### src/verilog/cstm_pkg.sv
// Package of constants and types for the crypto self-test monitor.
package cstm_pkg;
	localparam int TRNG_BLOCK_W = 16;
	localparam int DRBG_BLOCK_W = 128;
	localparam int DIGEST_W = 256;
	localparam int ROM_WORD_W = 16;
	localparam int NUM_KAT = 8;
	localparam logic [15:0] CSUM_GOOD = 16'hffff;
	localparam logic [1:0] STATUS_BUSY = 2'h0;
	localparam logic [1:0] STATUS_APPROVED = 2'h1;
	localparam logic [1:0] STATUS_NON_APPROVED = 2'h2;
	localparam logic [1:0] STATUS_ERROR = 2'h3;
	localparam int DRBG_STEP_INST = 0;
	localparam int DRBG_STEP_RESEED = 1;
	localparam int DRBG_STEP_ADDIN = 2;
	localparam int DRBG_STEP_GEN = 3;
	localparam int DRBG_STEPS = 4;
	typedef enum logic [2:0] {
		CSTM_KAT = 3'h0,
		CSTM_SROM = 3'h1,
		CSTM_PROM = 3'h2,
		CSTM_FWSIG = 3'h3,
		CSTM_APPROVED = 3'h4,
		CSTM_NON_APPROVED = 3'h5,
		CSTM_ERROR = 3'h6
	} cstm_state_t;

	// Ones-complement 16-bit add with end-around carry.
	function automatic logic [15:0] csum_add(input logic [15:0] a, input logic [15:0] b);
		logic [16:0] s;
		s = {1'b0, a} + {1'b0, b};
		csum_add = s[15:0] + {15'h0, s[16]};
	endfunction : csum_add
endpackage : cstm_pkg

### src/verilog/cstm_crng.sv
// Continuous repeated-block check for one random generator.
module cstm_crng #(
	parameter int W = 16
) (
	input wire logic clk_sys,
	input wire logic reset_n,
	input wire logic blk_valid,
	input wire logic [W-1:0] blk_data,
	output logic fail
);
	initial begin
		if (W < 1) $error("cstm_crng: width must be positive.");
	end
	logic [W-1:0] prev;
	logic have_prev;
	wire repeat_hit = blk_valid && have_prev && (blk_data == prev);
	always_ff @(posedge clk_sys) begin
		if (!reset_n) begin
			prev <= '0;
			have_prev <= 1'b0;
			fail <= 1'b0;
		end else begin
			if (blk_valid) begin
				prev <= blk_data;
				have_prev <= 1'b1;
			end
			if (repeat_hit) fail <= 1'b1;
		end
	end
endmodule : cstm_crng

### src/verilog/cstm_monitor.sv
// Top of the self-test monitor: power-up sequence, status and output gating.
module cstm_monitor #(
	parameter int NUM_KAT = cstm_pkg::NUM_KAT
) (
	input wire logic clk_sys,
	input wire logic reset_n,
	input wire logic host_approved_sel,
	input wire logic kat_done,
	input wire logic [NUM_KAT-1:0] kat_match,
	input wire logic [NUM_KAT-1:0] kat_is_pairwise,
	input wire logic [NUM_KAT-1:0] pairwise_ok,
	input wire logic [cstm_pkg::DRBG_STEPS-1:0] drbg_step_pass,
	input wire logic srom_done,
	input wire logic [cstm_pkg::DIGEST_W-1:0] srom_digest,
	input wire logic [cstm_pkg::DIGEST_W-1:0] srom_expected,
	input wire logic prom_valid,
	input wire logic [cstm_pkg::ROM_WORD_W-1:0] prom_word,
	input wire logic prom_last,
	input wire logic fwsig_done,
	input wire logic fwsig_ok,
	input wire logic trng_valid,
	input wire logic [cstm_pkg::TRNG_BLOCK_W-1:0] trng_block,
	input wire logic drbg_valid,
	input wire logic [cstm_pkg::DRBG_BLOCK_W-1:0] drbg_block,
	input wire logic keygen_done,
	input wire logic keygen_is_ec,
	input wire logic keygen_pair_ok,
	input wire logic fw_update_done,
	input wire logic fw_update_ok,
	output logic selftest_done,
	output logic secure_out_en,
	output logic public_out_en,
	output logic [1:0] status,
	output logic fw_update_accept,
	output logic keygen_accept,
	output logic in_error
);
	initial begin
		if (NUM_KAT < 1) $error("cstm_monitor: at least one known-answer test is needed.");
	end

	cstm_pkg::cstm_state_t state;
	cstm_pkg::cstm_state_t next_state;

	logic trng_fail;
	logic drbg_fail;
	logic prom_done;
	logic prom_pass;

	cstm_crng #(.W(cstm_pkg::TRNG_BLOCK_W)) u_trng_chk (
		.clk_sys(clk_sys),
		.reset_n(reset_n),
		.blk_valid(trng_valid),
		.blk_data(trng_block),
		.fail(trng_fail)
	);

	cstm_crng #(.W(cstm_pkg::DRBG_BLOCK_W)) u_drbg_chk (
		.clk_sys(clk_sys),
		.reset_n(reset_n),
		.blk_valid(drbg_valid),
		.blk_data(drbg_block),
		.fail(drbg_fail)
	);

	cstm_rom_check #(.W(cstm_pkg::ROM_WORD_W)) u_prom_chk (
		.clk_sys(clk_sys),
		.reset_n(reset_n),
		.word_valid(prom_valid && (state == cstm_pkg::CSTM_PROM)),
		.word_data(prom_word),
		.word_last(prom_last),
		.done(prom_done),
		.pass(prom_pass)
	);

	// Per-test verdict: reference match, or key-pair consistency for pairwise tests.
	wire [NUM_KAT-1:0] kat_ok = (kat_match & ~kat_is_pairwise) |
		(pairwise_ok & kat_is_pairwise);
	wire kat_pass = (&kat_ok) && (&drbg_step_pass);
	wire srom_pass = (srom_digest == srom_expected);
	wire crng_fail = trng_fail || drbg_fail;
	wire operational = (state == cstm_pkg::CSTM_APPROVED) ||
		(state == cstm_pkg::CSTM_NON_APPROVED);
	wire keygen_fail = operational && keygen_done && !keygen_pair_ok;
	wire pass_state_sel = host_approved_sel;

	always_comb begin
		next_state = state;
		unique case (state)
			cstm_pkg::CSTM_KAT: begin
				if (kat_done) begin
					next_state = kat_pass ? cstm_pkg::CSTM_SROM : cstm_pkg::CSTM_ERROR;
				end
			end
			cstm_pkg::CSTM_SROM: begin
				if (srom_done) begin
					next_state = srom_pass ? cstm_pkg::CSTM_PROM : cstm_pkg::CSTM_ERROR;
				end
			end
			cstm_pkg::CSTM_PROM: begin
				if (prom_done) begin
					next_state = prom_pass ? cstm_pkg::CSTM_FWSIG : cstm_pkg::CSTM_ERROR;
				end
			end
			cstm_pkg::CSTM_FWSIG: begin
				if (fwsig_done) begin
					if (!fwsig_ok) begin
						next_state = cstm_pkg::CSTM_ERROR;
					end else if (pass_state_sel) begin
						next_state = cstm_pkg::CSTM_APPROVED;
					end else begin
						next_state = cstm_pkg::CSTM_NON_APPROVED;
					end
				end
			end
			cstm_pkg::CSTM_APPROVED, cstm_pkg::CSTM_NON_APPROVED: begin
				if (keygen_fail) next_state = cstm_pkg::CSTM_ERROR;
			end
			cstm_pkg::CSTM_ERROR: begin
				next_state = cstm_pkg::CSTM_ERROR;
			end
			default: begin
				next_state = cstm_pkg::CSTM_ERROR;
			end
		endcase
		if (crng_fail) next_state = cstm_pkg::CSTM_ERROR;
	end

	// Status seen on the output for each state.
	wire [1:0] next_status =
		(next_state == cstm_pkg::CSTM_ERROR) ? cstm_pkg::STATUS_ERROR :
		(next_state == cstm_pkg::CSTM_APPROVED) ? cstm_pkg::STATUS_APPROVED :
		(next_state == cstm_pkg::CSTM_NON_APPROVED) ? cstm_pkg::STATUS_NON_APPROVED :
		cstm_pkg::STATUS_BUSY;
	wire next_done = (next_state == cstm_pkg::CSTM_APPROVED) ||
		(next_state == cstm_pkg::CSTM_NON_APPROVED);
	wire next_accept = next_done && fw_update_done && fw_update_ok;
	wire next_kg_accept = next_done && keygen_done && keygen_pair_ok;

	// Sequence starts at reset by itself; there is no rerun input.
	always_ff @(posedge clk_sys) begin
		if (!reset_n) begin
			state <= cstm_pkg::CSTM_KAT;
			status <= cstm_pkg::STATUS_BUSY;
			selftest_done <= 1'b0;
			secure_out_en <= 1'b0;
			public_out_en <= 1'b0;
			fw_update_accept <= 1'b0;
			keygen_accept <= 1'b0;
			in_error <= 1'b0;
		end else begin
			state <= next_state;
			status <= next_status;
			selftest_done <= next_done;
			secure_out_en <= next_done;
			public_out_en <= next_done;
			fw_update_accept <= next_accept;
			keygen_accept <= next_kg_accept;
			in_error <= (next_state == cstm_pkg::CSTM_ERROR);
		end
	end
endmodule : cstm_monitor

### src/verilog/cstm_rom_check.sv
// Streaming ROM checker: ones-complement checksum over a word stream.
module cstm_rom_check #(
	parameter int W = 16
) (
	input wire logic clk_sys,
	input wire logic reset_n,
	input wire logic word_valid,
	input wire logic [W-1:0] word_data,
	input wire logic word_last,
	output logic done,
	output logic pass
);
	initial begin
		if (W != 16) $error("cstm_rom_check: checksum is defined on 16-bit words.");
	end
	logic [15:0] acc;
	wire [15:0] next_acc = cstm_pkg::csum_add(acc, word_data);
	always_ff @(posedge clk_sys) begin
		if (!reset_n) begin
			acc <= 16'h0;
			done <= 1'b0;
			pass <= 1'b0;
		end else if (word_valid && !done) begin
			acc <= next_acc;
			if (word_last) begin
				done <= 1'b1;
				pass <= (next_acc == cstm_pkg::CSUM_GOOD);
			end
		end
	end
endmodule : cstm_rom_check
### config.mk
export PLATFORM = sky130hd
export DESIGN_NAME = cstm_monitor
export DESIGN_NICKNAME = d
export VERILOG_FILES = /design/src/verilog/cstm_pkg.sv /design/src/verilog/cstm_crng.sv /design/src/verilog/cstm_monitor.sv /design/src/verilog/cstm_rom_check.sv
export SDC_FILE = /design/constraint.sdc
export NUM_CORES = 1
export LEC_CHECK = 0
export BUFFER_PORTS_ARGS = -buffer_cell sky130_fd_sc_hd__buf_2
export CAP_MARGIN = 10
export CORE_AREA = 2 2 286 288
export DETAILED_ROUTE_END_ITERATION = 16
export DIE_AREA = 0 0 288 290
export GPL_ROUTABILITY_DRIVEN = 0
export MAX_ROUTING_LAYER = met4
export PLACE_DENSITY_LB_ADDON = 0.25
export SLEW_MARGIN = 20
export SYNTH_ARGS = -nofsm -noshare
export SYNTH_HDL_FRONTEND = slang
export SYNTH_SLANG_ARGS = --single-unit
### constraint.sdc
create_clock -name clk_sys -period 5.4 [get_ports clk_sys]
set_input_delay 0.54 -clock clk_sys [delete_from_list [all_inputs] [get_ports clk_sys]]
set_output_delay 0.54 -clock clk_sys [all_outputs]
set_load 0.01 [all_outputs]
==> results.cfg <==
[status]
outcome = complete, no violations

[setup_path]
crit_path_end_kind = flop
critical_setup_path_class = reg -> reg
startpoint_of_the_most_critical_register_to_register_path = u_prom_chk.acc[0]
critPathArrivalTime_ns = 5.11
worst-r2r-setup-slack_ns = 0.70
r2r_cells = 19
timing.critical_path.slowest_stage_cell = sky130_fd_sc_hd__fa_1
timing.rr.end = u_prom_chk.pass
critPathRequiredTime_ns = 5.80
worst_path_most_repeated_cell = sky130_fd_sc_hd__ha_1
critical_path_max_stage_delay_ns = 0.51
worstPathCellList = ha_1 > inv_1 > fa_1 > nor2b_4 > o2111ai_2 > a21oi_1 > o31a_1 > o21ai_0 > a21oi_1 > o21ai_0 > nand2b_1 > ha_1 > ha_1 > o311a_1 > nand4_1 > xnor2_1 > or4_1 > a2111o_1 > o31ai_2
worst-path-max-fanout = 7
crit_buf_inv = 1
critical-path-top-delay-family = compound AO/OA/AOI/OAI gates
crit_path_start_kind = flop

[synthesis]
syn_inst = 1428
synth_area_per_cell_um2 = 8.66
synth_cell_type_count = 69
synth_edf_count = 0
dominantRegCellSynth = sky130_fd_sc_hd__dfxtp_1
syn_area_um2 = 12400
synth_seq_cells = 175
syn_nets = 2163
synthesis.yosys.warnings = 0
async_set_or_reset_register_ratio_after_synthesis_pct = 0
synth.yosys.seq_area_share_pct = 28.3

[global_route]
grt.overflow.total = 0
grt_antenna_before_repair = 69
grt_pass1_wl_um = 101000
pin_count_of_the_biggest_net_entering_global_routing = 148
grtUsageTotal_pct = 18.0
first_global_vias = 13200

[clocking]
htree_levels = 4
clock_sink_count = 175
clk_latency_ns = 0.49
tritoncts = yes
postCtsHoldBufs = 0
ctsRootBufferMaster = sky130_fd_sc_hd__clkbuf_16
clk_pin_slew_worst_paths_ns = 0.08
cts_buffer_depth = 2
numCtsBuffers = 17
postCtsSetupBuffers = 0
number_of_gates_given_a_new_drive_strength_after_cts = 0

[worst_hold_path]
min_delay_worst_endpoint = fw_update_accept
min_path_type = in -> reg
hold_path_depth = 3
min_from = fw_update_done

[power_and_ir_drop]
cellLeakagePower_nw = 7.85
design_power_total_w = 0.00402
vdd.ir_drop.worst_mv = 0.166
power_density_nw_per_um2 = 225

[route]
finalWirelength_um = 75500
drt_first_pass_iters = 5
drt.antenna.violating_nets = 0
vias_per_cell = 4.15
first_iter_violations = 981
wl_per_cell_um = 23.4
dr_total_vias = 13400
route.detailed.drc = 0

[floorplanning]
die-height_um = 290
placeable_core_region_um2 = 80200
floorplan.initialDensity_pct = 15.4
std_cell_rows = 104
die-width_um = 288
io-pin-count = 724
fp.dieArea_um2 = 83500

[place]
dp.cells = 3163
placement.cell_area_um2 = 17100
dpl.hpwl_um = 66800
port-buffer-count = 722

[timing]
final_min_period_over_clock_period_pct = 87.1
timing.hold.ws_ns = 0.287
finClkSkew_ns = 0.0152
hold_viol = 0
max_clock_freq_mhz = 213
report.final.slew_viol_count = 0
rsz0062_at_grt = no
fin_tns_setup_ns = 0
timing_worst_slew_pin_value_ns = 1.08
setup_viol = 0
slew-limit-headroom_pct = 27.4
period_minus_slack_ns = 4.70

[layout]
area_delta_synth_final_pct = 44.2
final_design_area_no_fill_um2 = 17800
layout.nets = 2857
fin_cells = 3227
final_layout_size_suffix_gt1_share_pct = 36.5

[flow_run]
cap_viol_max_count = 0
==> cells in the mapped netlist (16+ instances only) <==
| cell type | instances | area, um^2 |
|---|---|---|
| sky130_fd_sc_hd__clkbuf_1 | 22 | 82.6 |
| sky130_fd_sc_hd__inv_1 | 78 | 293 |
| sky130_fd_sc_hd__o22ai_1 | 22 | 138 |
| sky130_fd_sc_hd__nor2_1 | 185 | 694 |
| sky130_fd_sc_hd__xor2_1 | 75 | 657 |
| sky130_fd_sc_hd__ha_1 | 18 | 225 |
| sky130_fd_sc_hd__dfxtp_1 | 175 | 3500 |
| sky130_fd_sc_hd__xnor2_1 | 273 | 2390 |
| sky130_fd_sc_hd__nand2b_1 | 18 | 113 |
| sky130_fd_sc_hd__mux2i_1 | 155 | 1550 |
| sky130_fd_sc_hd__nand3_1 | 16 | 80.1 |
| sky130_fd_sc_hd__nor4_1 | 46 | 288 |
| sky130_fd_sc_hd__buf_1 | 19 | 71.3 |
| sky130_fd_sc_hd__nor2b_1 | 22 | 138 |
| sky130_fd_sc_hd__nand4_1 | 78 | 488 |
| sky130_fd_sc_hd__nand2_1 | 25 | 93.8 |
| sky130_fd_sc_hd__o21ai_0 | 18 | 90.1 |
| sky130_fd_sc_hd__a21oi_1 | 18 | 90.1 |
==> cells by family (layout without fill, tap and decap cells) <==
kind of cell	Yosys count	count (layout)	share of synthesized area [%]
AO/OA/AOI/OAI	165	165	10.2
XOR/XNOR	348	348	24.7
other	0	32	0
AND/OR/NAND/NOR	435	435	17.9
flip-flops	175	175	28.3
adder cells (fa/ha/maj)	19	19	1.98
multiplexers	155	155	12.6
buffers and inverters	131	838	4.33
==> through the flow <==
stage               setup slack (ns)  util [%]
floorplan                       1.13         -
global placement               0.425      21.4
detailed placement             0.371      21.4
CTS                            0.654      22.1
global route                   0.321      22.2
finish                         0.695      22.2
==> cell usage in the layout (no fill, tap or decap), types with 4 or more instances in the layout <==
cell type	count
sky130_fd_sc_hd__inv_8	5
sky130_fd_sc_hd__a2111o_1	5
sky130_fd_sc_hd__dfxtp_1	175
sky130_fd_sc_hd__o22ai_1	22
sky130_fd_sc_hd__o31ai_1	4
sky130_fd_sc_hd__mux2i_1	155
sky130_fd_sc_hd__nor3b_1	6
sky130_fd_sc_hd__inv_6	4
sky130_fd_sc_hd__a221o_1	5
sky130_fd_sc_hd__buf_2	721
sky130_fd_sc_hd__o2bb2ai_1	7
sky130_fd_sc_hd__xor2_1	75
sky130_fd_sc_hd__xnor2_1	273
sky130_fd_sc_hd__a22o_1	7
sky130_fd_sc_hd__a2111oi_0	8
sky130_fd_sc_hd__ha_1	18
sky130_fd_sc_hd__a21oi_2	5
sky130_fd_sc_hd__o21ai_0	18
sky130_fd_sc_hd__o2111ai_1	7
sky130_fd_sc_hd__nand2b_1	18
sky130_fd_sc_hd__nor2_1	185
sky130_fd_sc_hd__nand4_1	78
sky130_fd_sc_hd__nand3_1	16
sky130_fd_sc_hd__a211oi_1	14
sky130_fd_sc_hd__clkbuf_16	17
sky130_fd_sc_hd__diode_2	32
sky130_fd_sc_hd__nor3_1	13
sky130_fd_sc_hd__nor4_1	45
sky130_fd_sc_hd__nor2b_1	22
sky130_fd_sc_hd__o211ai_1	7
sky130_fd_sc_hd__and3_1	4
sky130_fd_sc_hd__a21oi_1	18
sky130_fd_sc_hd__buf_4	5
sky130_fd_sc_hd__nand2_1	25
sky130_fd_sc_hd__inv_1	77
sky130_fd_sc_hd__or3_1	5
==> worst register-to-register path: cells and delay by family (launching register included) <==
kind | cells | cell delay (ns)
flip-flops | 1 | 0.34
XOR/XNOR | 1 | 0.16
AO/OA/AOI/OAI | 9 | 1.97
adder cells (fa/ha/maj) | 4 | 1.13
buffers and inverters | 1 | 0.08
AND/OR/NAND/NOR | 4 | 0.95
==> cell type report <==
| class | instances | area, um^2 |
|---|---|---|
| Clock inverter | 14 | 170 |
| Sequential cell | 175 | 3500 |
| Multi-Input combinational cell | 1122 | 8340 |
| Clock buffer | 18 | 439 |
| Fill cell | 9058 | 62300 |
| Timing Repair Buffer | 728 | 3680 |
| Inverter | 78 | 295 |
| Tap cell | 1060 | 1330 |
| Antenna cell | 32 | 80.1 |
==> state kept, by name (all words and copies together) (netlist names) <==
register,flops
u_trng_chk.prev,16
u_trng_chk.have_prev,1
u_drbg_chk.prev,128
status,2
u_trng_chk.fail,1
public_out_en,1
keygen_accept,1
state,3
u_drbg_chk.have_prev,1
fw_update_accept,1
u_drbg_chk.fail,1
u_prom_chk.done,1
u_prom_chk.acc,16
in_error,1
u_prom_chk.pass,1
==> power by group <==
part	internal, W	total (W)	switching (W)
logic	0.000584	0.00124	0.000654
registers	0.00138	0.00144	0.0000649
clock network	0.000677	0.00133	0.000657
total	0.00264	0.00402	0.00138
==> routing by layer <==
| metal | GRT usage, % | routed length [um] | vias up |
|---|---|---|---|
| li1 | - | - | 6452 |
| met1 | 22.5 | 32000 | 6204 |
| met2 | 28.6 | 34500 | 635 |
| met3 | 5.24 | 7430 | 104 |
| met4 | 4.15 | 1560 | 0 |
| met5 | - | 0 | - |
==> how the worst max path moves through the flow <==
stage                                 end  cells after the start  slack (ns)         startpoint
after floorplan           u_prom_chk.pass                     19        1.13       prom_word[0]
after global placement    u_prom_chk.pass                     20        0.43       prom_word[0]
after detailed placement  u_prom_chk.pass                     20        0.37       prom_word[0]
after CTS                 u_prom_chk.pass                     19        0.65  u_prom_chk.acc[0]
after global routing      u_prom_chk.pass                     19        0.32  u_prom_chk.acc[0]
final                     u_prom_chk.pass                     19        0.70  u_prom_chk.acc[0]
Power figures use the tool's default switching activity.
